## src/ief_pkg.sv

```systemverilog
package ief_pkg;
    // ------------------------------------------------------------
    // widths
    // ------------------------------------------------------------
    localparam int IEF_AW = 12;
    localparam int IEF_DW = 32;
    localparam int IEF_NPORT = 24;
    localparam int IEF_DMA_BIT = 31;

    // ------------------------------------------------------------
    // register map
    // ------------------------------------------------------------
    localparam logic [11:0] IEF_OFF_BUF_STS = 12'h484;
    localparam logic [11:0] IEF_OFF_PORT_STS = 12'h488;
    localparam logic [11:0] IEF_OFF_BUF_IEN = 12'h490;
    localparam logic [11:0] IEF_OFF_PORT_IEN = 12'h494;
    localparam logic [31:0] IEF_RST_VAL = 32'h0000_0000;
    localparam logic [23:0] IEF_PORT_RST = 24'h00_0000;

    // ------------------------------------------------------------
    // bus answers
    // ------------------------------------------------------------
    localparam logic [1:0] IEF_RESP_OKAY = 2'h0;
    localparam logic [1:0] IEF_RESP_SLVERR = 2'h2;

    typedef struct packed {
        logic [11:0] addr;
        logic [31:0] data;
        logic [3:0] strb;
    } ief_wr_t;

    typedef enum logic [1:0] {
        IEF_ST_IDLE,
        IEF_ST_WORK,
        IEF_ST_RESP
    } ief_st_t;
endpackage

```

## src/ief_sticky_bank.sv

```systemverilog
`timescale 1ns/100ps
module ief_sticky_bank #(
    parameter int W = 1
) (
    input wire logic i_mclk,
    input wire logic i_rst_n,
    input wire logic [W-1:0] i_set,
    input wire logic [W-1:0] i_clr,
    output logic [W-1:0] o_flag_q
);
    // ------------------------------------------------------------
    // one write-one-to-clear flag per bit, set beats clear
    // ------------------------------------------------------------
    genvar g;
    for (g = 0; g < W; g++) begin : g_bit
        always_ff @(posedge i_mclk) begin
            if (!i_rst_n) begin
                o_flag_q[g] <= 1'b0;
            end else if (i_set[g]) begin
                o_flag_q[g] <= 1'b1;
            end else if (i_clr[g]) begin
                o_flag_q[g] <= 1'b0;
            end
        end
    end
endmodule

```

## src/ief_axil_slave.sv

```systemverilog
`timescale 1ns/100ps
module ief_axil_slave
    import ief_pkg::*;
(
    input wire logic i_mclk,
    input wire logic i_rst_n,
    input wire logic i_awvalid,
    output logic o_awready,
    input wire logic [11:0] i_awaddr,
    input wire logic i_wvalid,
    output logic o_wready,
    input wire logic [31:0] i_wdata,
    input wire logic [3:0] i_wstrb,
    output logic o_bvalid,
    input wire logic i_bready,
    output logic [1:0] o_bresp,
    input wire logic i_arvalid,
    output logic o_arready,
    input wire logic [11:0] i_araddr,
    output logic o_rvalid,
    input wire logic i_rready,
    output logic [31:0] o_rdata,
    output logic [1:0] o_rresp,
    output ief_wr_t o_wr,
    output logic o_wr_vld,
    input wire logic i_wr_hit,
    output logic [11:0] o_rd_addr,
    input wire logic [31:0] i_rd_data,
    input wire logic i_rd_hit
);
    ief_st_t wr_st_q;
    ief_st_t rd_st_q;
    logic aw_have_q;
    logic w_have_q;

    // ------------------------------------------------------------
    // write path: address and data in either order
    // ------------------------------------------------------------
    always_ff @(posedge i_mclk) begin
        if (!i_rst_n) begin
            wr_st_q <= IEF_ST_IDLE;
            aw_have_q <= 1'b0;
            w_have_q <= 1'b0;
            o_awready <= 1'b0;
            o_wready <= 1'b0;
            o_wr_vld <= 1'b0;
            o_wr <= '0;
            o_bvalid <= 1'b0;
            o_bresp <= IEF_RESP_OKAY;
        end else begin
            case (wr_st_q)
                IEF_ST_IDLE: begin
                    if (i_awvalid && o_awready) begin
                        aw_have_q <= 1'b1;
                        o_awready <= 1'b0;
                        o_wr.addr <= i_awaddr;
                    end else if (!aw_have_q) begin
                        o_awready <= 1'b1;
                    end
                    if (i_wvalid && o_wready) begin
                        w_have_q <= 1'b1;
                        o_wready <= 1'b0;
                        o_wr.data <= i_wdata;
                        o_wr.strb <= i_wstrb;
                    end else if (!w_have_q) begin
                        o_wready <= 1'b1;
                    end
                    if (aw_have_q && w_have_q) begin
                        aw_have_q <= 1'b0;
                        w_have_q <= 1'b0;
                        o_wr_vld <= 1'b1;
                        wr_st_q <= IEF_ST_WORK;
                    end
                end
                IEF_ST_WORK: begin
                    o_wr_vld <= 1'b0;
                    o_bvalid <= 1'b1;
                    o_bresp <= i_wr_hit ? IEF_RESP_OKAY : IEF_RESP_SLVERR;
                    wr_st_q <= IEF_ST_RESP;
                end
                IEF_ST_RESP: begin
                    if (i_bready) begin
                        o_bvalid <= 1'b0;
                        wr_st_q <= IEF_ST_IDLE;
                    end
                end
                default: begin
                    wr_st_q <= IEF_ST_IDLE;
                end
            endcase
        end
    end

    // ------------------------------------------------------------
    // read path
    // ------------------------------------------------------------
    always_ff @(posedge i_mclk) begin
        if (!i_rst_n) begin
            rd_st_q <= IEF_ST_IDLE;
            o_arready <= 1'b0;
            o_rd_addr <= 12'h000;
            o_rvalid <= 1'b0;
            o_rdata <= IEF_RST_VAL;
            o_rresp <= IEF_RESP_OKAY;
        end else begin
            case (rd_st_q)
                IEF_ST_IDLE: begin
                    if (i_arvalid && o_arready) begin
                        o_arready <= 1'b0;
                        o_rd_addr <= i_araddr;
                        rd_st_q <= IEF_ST_WORK;
                    end else begin
                        o_arready <= 1'b1;
                    end
                end
                IEF_ST_WORK: begin
                    o_rvalid <= 1'b1;
                    o_rdata <= i_rd_data;
                    o_rresp <= i_rd_hit ? IEF_RESP_OKAY : IEF_RESP_SLVERR;
                    rd_st_q <= IEF_ST_RESP;
                end
                IEF_ST_RESP: begin
                    if (i_rready) begin
                        o_rvalid <= 1'b0;
                        rd_st_q <= IEF_ST_IDLE;
                    end
                end
                default: begin
                    rd_st_q <= IEF_ST_IDLE;
                end
            endcase
        end
    end
endmodule

```

## src/ief_top.sv

```systemverilog
`timescale 1ns/100ps
module ief_top
    import ief_pkg::*;
#(
    parameter bit P_HAS_DMA = 1'b1
) (
    input wire logic i_mclk,
    input wire logic i_rst_n,
    input wire logic i_soft_rst_n,
    input wire logic i_awvalid,
    output logic o_awready,
    input wire logic [11:0] i_awaddr,
    input wire logic i_wvalid,
    output logic o_wready,
    input wire logic [31:0] i_wdata,
    input wire logic [3:0] i_wstrb,
    output logic o_bvalid,
    input wire logic i_bready,
    output logic [1:0] o_bresp,
    input wire logic i_arvalid,
    output logic o_arready,
    input wire logic [11:0] i_araddr,
    output logic o_rvalid,
    input wire logic i_rready,
    output logic [31:0] o_rdata,
    output logic [1:0] o_rresp,
    input wire logic [23:0] i_port_aer_err,
    input wire logic [23:0] i_port_error_report_mask,
    input wire logic i_dma_parity_err,
    output logic [23:0] o_port_flags,
    output logic o_dma_path_parity_flag,
    output logic o_irq
);
    // ------------------------------------------------------------
    // signals
    // ------------------------------------------------------------
    logic bus_rst_n;
    ief_wr_t wr;
    logic wr_vld;
    logic wr_hit;
    logic [11:0] rd_addr;
    logic [31:0] rd_data;
    logic rd_hit;
    logic [31:0] lane;
    logic wr_buf_sts;
    logic wr_port_sts;
    logic wr_buf_ien;
    logic wr_port_ien;
    logic [23:0] set_ports;
    logic [23:0] clr_ports;
    logic set_dma;
    logic clr_dma;
    logic [23:0] port_ien_q;
    logic dma_ien_q;

    // soft reset clears the bus and enables only
    assign bus_rst_n = i_rst_n & i_soft_rst_n;

    // ------------------------------------------------------------
    // bus slave
    // ------------------------------------------------------------
    ief_axil_slave u_bus (
        .i_mclk(i_mclk),
        .i_rst_n(bus_rst_n),
        .i_awvalid(i_awvalid),
        .o_awready(o_awready),
        .i_awaddr(i_awaddr),
        .i_wvalid(i_wvalid),
        .o_wready(o_wready),
        .i_wdata(i_wdata),
        .i_wstrb(i_wstrb),
        .o_bvalid(o_bvalid),
        .i_bready(i_bready),
        .o_bresp(o_bresp),
        .i_arvalid(i_arvalid),
        .o_arready(o_arready),
        .i_araddr(i_araddr),
        .o_rvalid(o_rvalid),
        .i_rready(i_rready),
        .o_rdata(o_rdata),
        .o_rresp(o_rresp),
        .o_wr(wr),
        .o_wr_vld(wr_vld),
        .i_wr_hit(wr_hit),
        .o_rd_addr(rd_addr),
        .i_rd_data(rd_data),
        .i_rd_hit(rd_hit)
    );

    // ------------------------------------------------------------
    // write decode
    // ------------------------------------------------------------
    assign lane = {{8{wr.strb[3]}}, {8{wr.strb[2]}},
                   {8{wr.strb[1]}}, {8{wr.strb[0]}}};
    assign wr_buf_sts = wr_vld && (wr.addr[11:2] == IEF_OFF_BUF_STS[11:2]);
    assign wr_port_sts = wr_vld && (wr.addr[11:2] == IEF_OFF_PORT_STS[11:2]);
    assign wr_buf_ien = wr_vld && (wr.addr[11:2] == IEF_OFF_BUF_IEN[11:2]);
    assign wr_port_ien = wr_vld && (wr.addr[11:2] == IEF_OFF_PORT_IEN[11:2]);
    assign wr_hit = wr_buf_sts | wr_port_sts | wr_buf_ien | wr_port_ien;

    // ------------------------------------------------------------
    // flag set and clear terms
    // ------------------------------------------------------------
    // port event sets flag unless its bit in i_port_error_report_mask is set
    assign set_ports = i_port_aer_err & ~i_port_error_report_mask;
    assign clr_ports = wr_port_sts ? (wr.data[23:0] & lane[23:0]) : IEF_PORT_RST;
    assign set_dma = i_dma_parity_err & P_HAS_DMA;
    assign clr_dma = wr_buf_sts & wr.data[IEF_DMA_BIT] & lane[IEF_DMA_BIT];

    // ------------------------------------------------------------
    // sticky flags, power-on reset only
    // ------------------------------------------------------------
    // bit n holds port n
    ief_sticky_bank #(
        .W(IEF_NPORT)
    ) u_port_flags (
        .i_mclk(i_mclk),
        .i_rst_n(i_rst_n),
        .i_set(set_ports),
        .i_clr(clr_ports),
        .o_flag_q(o_port_flags)
    );

    ief_sticky_bank #(
        .W(1)
    ) u_dma_flag (
        .i_mclk(i_mclk),
        .i_rst_n(i_rst_n),
        .i_set(set_dma),
        .i_clr(clr_dma),
        .o_flag_q(o_dma_path_parity_flag)
    );

    // ------------------------------------------------------------
    // interrupt enables
    // ------------------------------------------------------------
    always_ff @(posedge i_mclk) begin
        if (!bus_rst_n) begin
            port_ien_q <= IEF_PORT_RST;
        end else if (wr_port_ien) begin
            port_ien_q <= (port_ien_q & ~lane[23:0]) | (wr.data[23:0] & lane[23:0]);
        end
    end

    always_ff @(posedge i_mclk) begin
        if (!bus_rst_n) begin
            dma_ien_q <= 1'b0;
        end else if (wr_buf_ien && lane[IEF_DMA_BIT]) begin
            dma_ien_q <= wr.data[IEF_DMA_BIT] & P_HAS_DMA;
        end
    end

    // ------------------------------------------------------------
    // interrupt output
    // ------------------------------------------------------------
    always_ff @(posedge i_mclk) begin
        if (!i_rst_n) begin
            o_irq <= 1'b0;
        end else begin
            o_irq <= (|(o_port_flags & port_ien_q)) | (o_dma_path_parity_flag & dma_ien_q);
        end
    end

    // ------------------------------------------------------------
    // read mux
    // ------------------------------------------------------------
    // reserved bits read zero
    always_comb begin
        rd_data = IEF_RST_VAL;
        rd_hit = 1'b1;
        case (rd_addr[11:2])
            IEF_OFF_BUF_STS[11:2]: begin
                rd_data[IEF_DMA_BIT] = o_dma_path_parity_flag;
            end
            IEF_OFF_PORT_STS[11:2]: begin
                rd_data[23:0] = o_port_flags;
            end
            IEF_OFF_BUF_IEN[11:2]: begin
                rd_data[IEF_DMA_BIT] = dma_ien_q;
            end
            IEF_OFF_PORT_IEN[11:2]: begin
                rd_data[23:0] = port_ien_q;
            end
            default: begin
                rd_hit = 1'b0;
            end
        endcase
    end

    // ------------------------------------------------------------
    // assertions
    // ------------------------------------------------------------
    property p_dma_set;
        @(posedge i_mclk) disable iff (!i_rst_n)
        set_dma |=> o_dma_path_parity_flag;
    endproperty
    a_dma_set: assert property (p_dma_set) else $error("dma flag not set");

    property p_dma_tied;
        @(posedge i_mclk) disable iff (!i_rst_n)
        (P_HAS_DMA == 1'b0) |-> !o_dma_path_parity_flag && !dma_ien_q;
    endproperty
    a_dma_tied: assert property (p_dma_tied) else $error("dma flag set without dma");

    property p_port_read;
        @(posedge i_mclk) disable iff (!bus_rst_n)
        $rose(o_rvalid) && $past(rd_addr) == IEF_OFF_PORT_STS
        |-> o_rdata == {8'h00, $past(o_port_flags)};
    endproperty
    a_port_read: assert property (p_port_read) else $error("port status read wrong");

    property p_port_set;
        @(posedge i_mclk) disable iff (!i_rst_n)
        set_ports != 24'h0 |=> (o_port_flags & $past(set_ports)) == $past(set_ports);
    endproperty
    a_port_set: assert property (p_port_set) else $error("port flag not set");

    property p_port_masked;
        @(posedge i_mclk) disable iff (!i_rst_n)
        1'b1 |=> (o_port_flags & ~$past(o_port_flags) & ~$past(set_ports)) == 24'h0;
    endproperty
    a_port_masked: assert property (p_port_masked) else $error("flag set by masked event");

    property p_no_fall;
        @(posedge i_mclk) disable iff (!i_rst_n)
        1'b1 |=> ($past(o_port_flags) & ~o_port_flags & ~$past(clr_ports)) == 24'h0;
    endproperty
    a_no_fall: assert property (p_no_fall) else $error("flag lost without clear");

    property p_clear;
        @(posedge i_mclk) disable iff (!i_rst_n)
        wr_port_sts |=> (o_port_flags & $past(clr_ports) & ~$past(set_ports)) == 24'h0;
    endproperty
    a_clear: assert property (p_clear) else $error("write one did not clear");

    property p_dma_clear;
        @(posedge i_mclk) disable iff (!i_rst_n)
        clr_dma && !set_dma |=> !o_dma_path_parity_flag;
    endproperty
    a_dma_clear: assert property (p_dma_clear) else $error("dma flag not cleared");

    property p_wr_answer;
        @(posedge i_mclk) disable iff (!bus_rst_n)
        wr_vld |=> o_bvalid && o_bresp == (($past(wr_hit)) ? IEF_RESP_OKAY : IEF_RESP_SLVERR);
    endproperty
    a_wr_answer: assert property (p_wr_answer) else $error("write answer wrong");

    property p_irq;
        @(posedge i_mclk) disable iff (!i_rst_n)
        (o_port_flags & port_ien_q) != 24'h0 |=> o_irq;
    endproperty
    a_irq: assert property (p_irq) else $error("interrupt not raised");

    property p_dma_irq;
        @(posedge i_mclk) disable iff (!i_rst_n)
        o_dma_path_parity_flag && dma_ien_q |=> o_irq;
    endproperty
    a_dma_irq: assert property (p_dma_irq) else $error("dma interrupt not raised");

    property p_irq_low;
        @(posedge i_mclk) disable iff (!i_rst_n)
        (o_port_flags & port_ien_q) == 24'h0 && !(o_dma_path_parity_flag && dma_ien_q)
        |=> !o_irq;
    endproperty
    a_irq_low: assert property (p_irq_low) else $error("interrupt without enabled flag");

    property p_reserved_read;
        @(posedge i_mclk) disable iff (!bus_rst_n)
        o_rvalid |-> o_rdata[IEF_DMA_BIT-1:IEF_NPORT] == 7'h00;
    endproperty
    a_reserved_read: assert property (p_reserved_read) else $error("reserved bits set");

    property p_wr_busy;
        @(posedge i_mclk) disable iff (!bus_rst_n)
        o_bvalid |-> !o_awready && !o_wready;
    endproperty
    a_wr_busy: assert property (p_wr_busy) else $error("write taken while answer pending");

    property p_rd_busy;
        @(posedge i_mclk) disable iff (!bus_rst_n)
        o_rvalid |-> !o_arready;
    endproperty
    a_rd_busy: assert property (p_rd_busy) else $error("read taken while answer pending");

    // ------------------------------------------------------------
    // covers
    // ------------------------------------------------------------
    c_port_set: cover property (@(posedge i_mclk) disable iff (!i_rst_n)
        $rose(o_port_flags[23]));
    c_dma_set: cover property (@(posedge i_mclk) disable iff (!i_rst_n)
        $rose(o_dma_path_parity_flag));
    c_set_clr: cover property (@(posedge i_mclk) disable iff (!i_rst_n)
        (set_ports & clr_ports) != 24'h0);
    c_irq: cover property (@(posedge i_mclk) disable iff (!i_rst_n)
        $rose(o_irq));
endmodule

```

## config.mk

```make
export PLATFORM = sky130hd
export DESIGN_NAME = ief_top
export DESIGN_NICKNAME = d
export VERILOG_FILES = /design/src/ief_pkg.sv /design/src/ief_sticky_bank.sv /design/src/ief_axil_slave.sv /design/src/ief_top.sv
export SDC_FILE = /design/constraint.sdc
export NUM_CORES = 1
export LEC_CHECK = 0
export BUFFER_PORTS_ARGS = -buffer_cell sky130_fd_sc_hd__buf_2
export CAP_MARGIN = 40
export CORE_MARGIN = 4
export CORE_UTILIZATION = 50
export DETAILED_ROUTE_END_ITERATION = 10
export GPL_TIMING_DRIVEN = 1
export PLACE_DENSITY_LB_ADDON = 0.2
export SKIP_CTS_REPAIR_TIMING = 1
export SLEW_MARGIN = 0
export SYNTH_ARGS = -nofsm -noshare
export SYNTH_HDL_FRONTEND = slang
export SYNTH_SLANG_ARGS = --single-unit
```

## constraint.sdc

```tcl
create_clock -name i_mclk -period 2 [get_ports i_mclk]
set_clock_uncertainty 0.15 [all_clocks]
set_input_delay 0.2 -clock i_mclk [delete_from_list [all_inputs] [get_ports i_mclk]]
set_output_delay 0.2 -clock i_mclk [all_outputs]
set_load 0.05 [all_outputs]
```

==> run_results.csv <==
group,metric,value,unit
logic_synthesis,synth_top_area_cell,"dfxtp_1",
logic_synthesis,synth_top_area_share,0.495,
detailed_routing,totalWireLength,16.8,mm
setup_path,end_kind,"flop",
setup_path,path_max_fanout,8,
detailed_routing,postRouteAntennaNets,0,
setup_path,criticalPathCategory,"flop to flop",
detailed_routing,drtPass1Iterations,5,
detailed_routing,wl_per_cell,15.9,um
final_layout,syn2layout_area_growth,38.5,%
logic_synthesis,synth-seq-cells,139,
clocking,clock-root-buffer,"clkbuf_16",
clocking,clock_latency,0.42,ns
floorplanning,dieArea,13000,um2
logic_synthesis,synth_flop_cell,"dfxtp_1",
setup_path,crit_required,2.12,ns
logic_synthesis,synth_area_leaders,"dfxtp_1 (49%), nand2_1 (8.8%), o21ai_0 (6.9%), a21oi_1 (6.8%), nor2b_1 (5.7%)",
placed_design,dp_hpwl,10.9,mm
pwr,ir_worst_vdd,0.542,mV
final_layout,fillers,856,
logic_synthesis,yosysMostFrequentCell,"dfxtp_1",
flow_run,cap_viol_max_count,0,
setup_path,reg2reg_depth,4,
final_layout,final_cells,1053,
detailed_routing,drcViolationCount,0,
logic_synthesis,synthMuxAreaShare,0.00178,
floorplanning,io_pins,184,
detailed_routing,first_iter_violations,417,
logic_synthesis,ys_types,42,
pwr,power.leakage,0.00321,uW
detailed_routing,vias,5704,
floorplanning,initial_core_util,0.514,
detailed_routing,via_per_inst,5.42,
logic_synthesis,syn_area,5630,um2
sta,slew_viol_final,0,
sta,worst_slew_pin_slew,0.521,ns
outcome,outcome,"finished with violations",
setup_path,arrival,1.99,ns
logic_synthesis,syn_inst,680,
logic_synthesis,synth_fa_ha_area_frac,0,
setup_path,crit_path_start,"u_bus.o_wr[45]",
global_routing,antenna_found_initial,0,
final_layout,nNetsFinal,1018,
clocking,cts_tree,"built",
sta,whs,-0.0269,ns
placed_design,numPortBuffers,163,
sta,hold_viol,7,
global_routing,grt_max_degree,77,
placed_design,gp_congestion,0.848,
logic_synthesis,yosys.area_share.simple,0.256,
hold_path,hp-class,"input pin to flop",
global_routing,grt-ovfl-total,0,
final_layout,n_antenna_cell,0,
sta,finalCritPeriodShare,0.933,
logic_synthesis,ys_top_cells_by_count,"dfxtp_1 (139), nand2_1 (132), o21ai_0 (78)",
logic_synthesis,synth_edf_count,0,
clocking,cts_made_buffers,17,
logic_synthesis,synth_xor_area_frac,0.00156,
sta,rsz0062_at_grt,"false",
final_layout,layout-drive-gt1-share,0.239,
placed_design,dpl.cell_count,954,
clocking,h-tree-depth,4,
global_routing,gr-usage-all-layers,0.237,
logic_synthesis,yosysWarningCount,0,
outcome,violations,"negative hold slack",
setup_path,r2r_start,"u_bus.o_wr[45]",
sta,relSlewSlack,0.652,
hold_path,hold_depth,4,
logic_synthesis,synth_area_per_cell,8.27,um2
sta,finalSetupTns,0,ns
sta,max_freq,536,MHz
floorplanning,coreArea,10900,um2
sta,min_period,1.87,ns
floorplanning,die_y,114,um
pwr,power_density,826,nW/um2
placed_design,post_dp_cell_area,6570,um2
clocking,cts.clk_slew.worst_paths,0.06,ns
final_layout,stdcell_area,7790,um2
logic_synthesis,ys_async_sr_fraction,0,
floorplanning,num_rows,38,
clocking,cts_buffer_depth,2,
hold_path,hp-start,"i_port_error_report_mask[11]",
floorplanning,die_x,114,um
logic_synthesis,synth_top_family_by_area,"simple AND/OR/NAND/NOR gates",
global_routing,grt_pass1_vias,4895,
clocking,cts.sinks,139,
sta,setup_viol,0,
logic_synthesis,synth_compound_area_frac,0.200,
global_routing,grt_pass1_wl,24.1,mm
setup_path,setup.worst_path.start_class,"flop",
logic_synthesis,yosysSeqAreaShare,0.495,
-- path summary, 6_finish.rpt --
kind,to,slack [ns]
min reg2reg,u_bus.o_rd_addr[7],0.31
min,u_port_flags.o_flag_q[11],-0.03
max,u_port_flags.o_flag_q[14],0.13
max reg2reg,u_port_flags.o_flag_q[14],0.13
-- where the power goes --
part / switching (uW) / leakage [uW] / internal (uW) / total (uW)
clock network: 1110 / 0.000276 / 1790 / 2890
registers: 59.7 / 0.00113 / 2830 / 2890
logic: 394 / 0.00180 / 259 / 653
total: 1560 / 0.00321 / 4870 / 6440
-- cell families (layout without fill, tap and decap cells) --
group,count (synthesis),in the layout
flops,139,139
mux,1,1
xor+xnor,1,1
buf+inv,52,277
simple gates,290,290
other cells,1,9
compound gates,196,196
-- metrics by stage --
stage,utilization,total power (uW),setup WS (ns)
final,0.713,6440,0.133
after global routing,0.713,6650,0.0746
after CTS,0.650,6360,0.165
after detailed placement,0.600,3490,0.180
after global placement,0.600,3480,0.231
after floorplan,-,3290,0.297
-- per-layer routing --
layer	wire length [um]	up-vias	track usage
met1	6860	2657	0.293
met3	1150	25	0.0624
met4	320	0	0.0816
met5	0	-	0
met2	8450	231	0.399
li1	-	2791	-
-- cell usage in the layout (no fill, tap or decap), drive strengths merged, types with 2 or more instances in the layout --
cell / instances
buf: 177
dfxtp: 139
nand2: 132
o21ai: 78
a21oi: 76
dlygate4sd3: 68
nor2b: 51
nor2: 43
nand3: 29
a221oi: 25
clkbuf: 23
nor3: 10
a22oi: 9
conb: 9
clkinv: 7
nand4: 6
and3: 3
nand3b: 3
a31oi: 2
nand4b: 2
or3b: 2
o31a: 2
-- worst max-delay path: stages (launching register included) --
cell	delay (ns)
dfxtp_1	0.31
and4bb_2	0.36
nand2_1	0.23
nor3_4	0.52
a21oi_1	0.14
-- cell type report --
class                      instances  area [um2]  area share
timing repair buffer             245        1660       0.214
clock inverter                     8        68.8     0.00883
multi-input combinational        497        2620       0.336
clock buffer                      23         478      0.0613
inverter                           1        3.75    0.000482
sequential                       139        2780       0.357
tap                              140         175      0.0225
(Power assumes the default switching activity.)
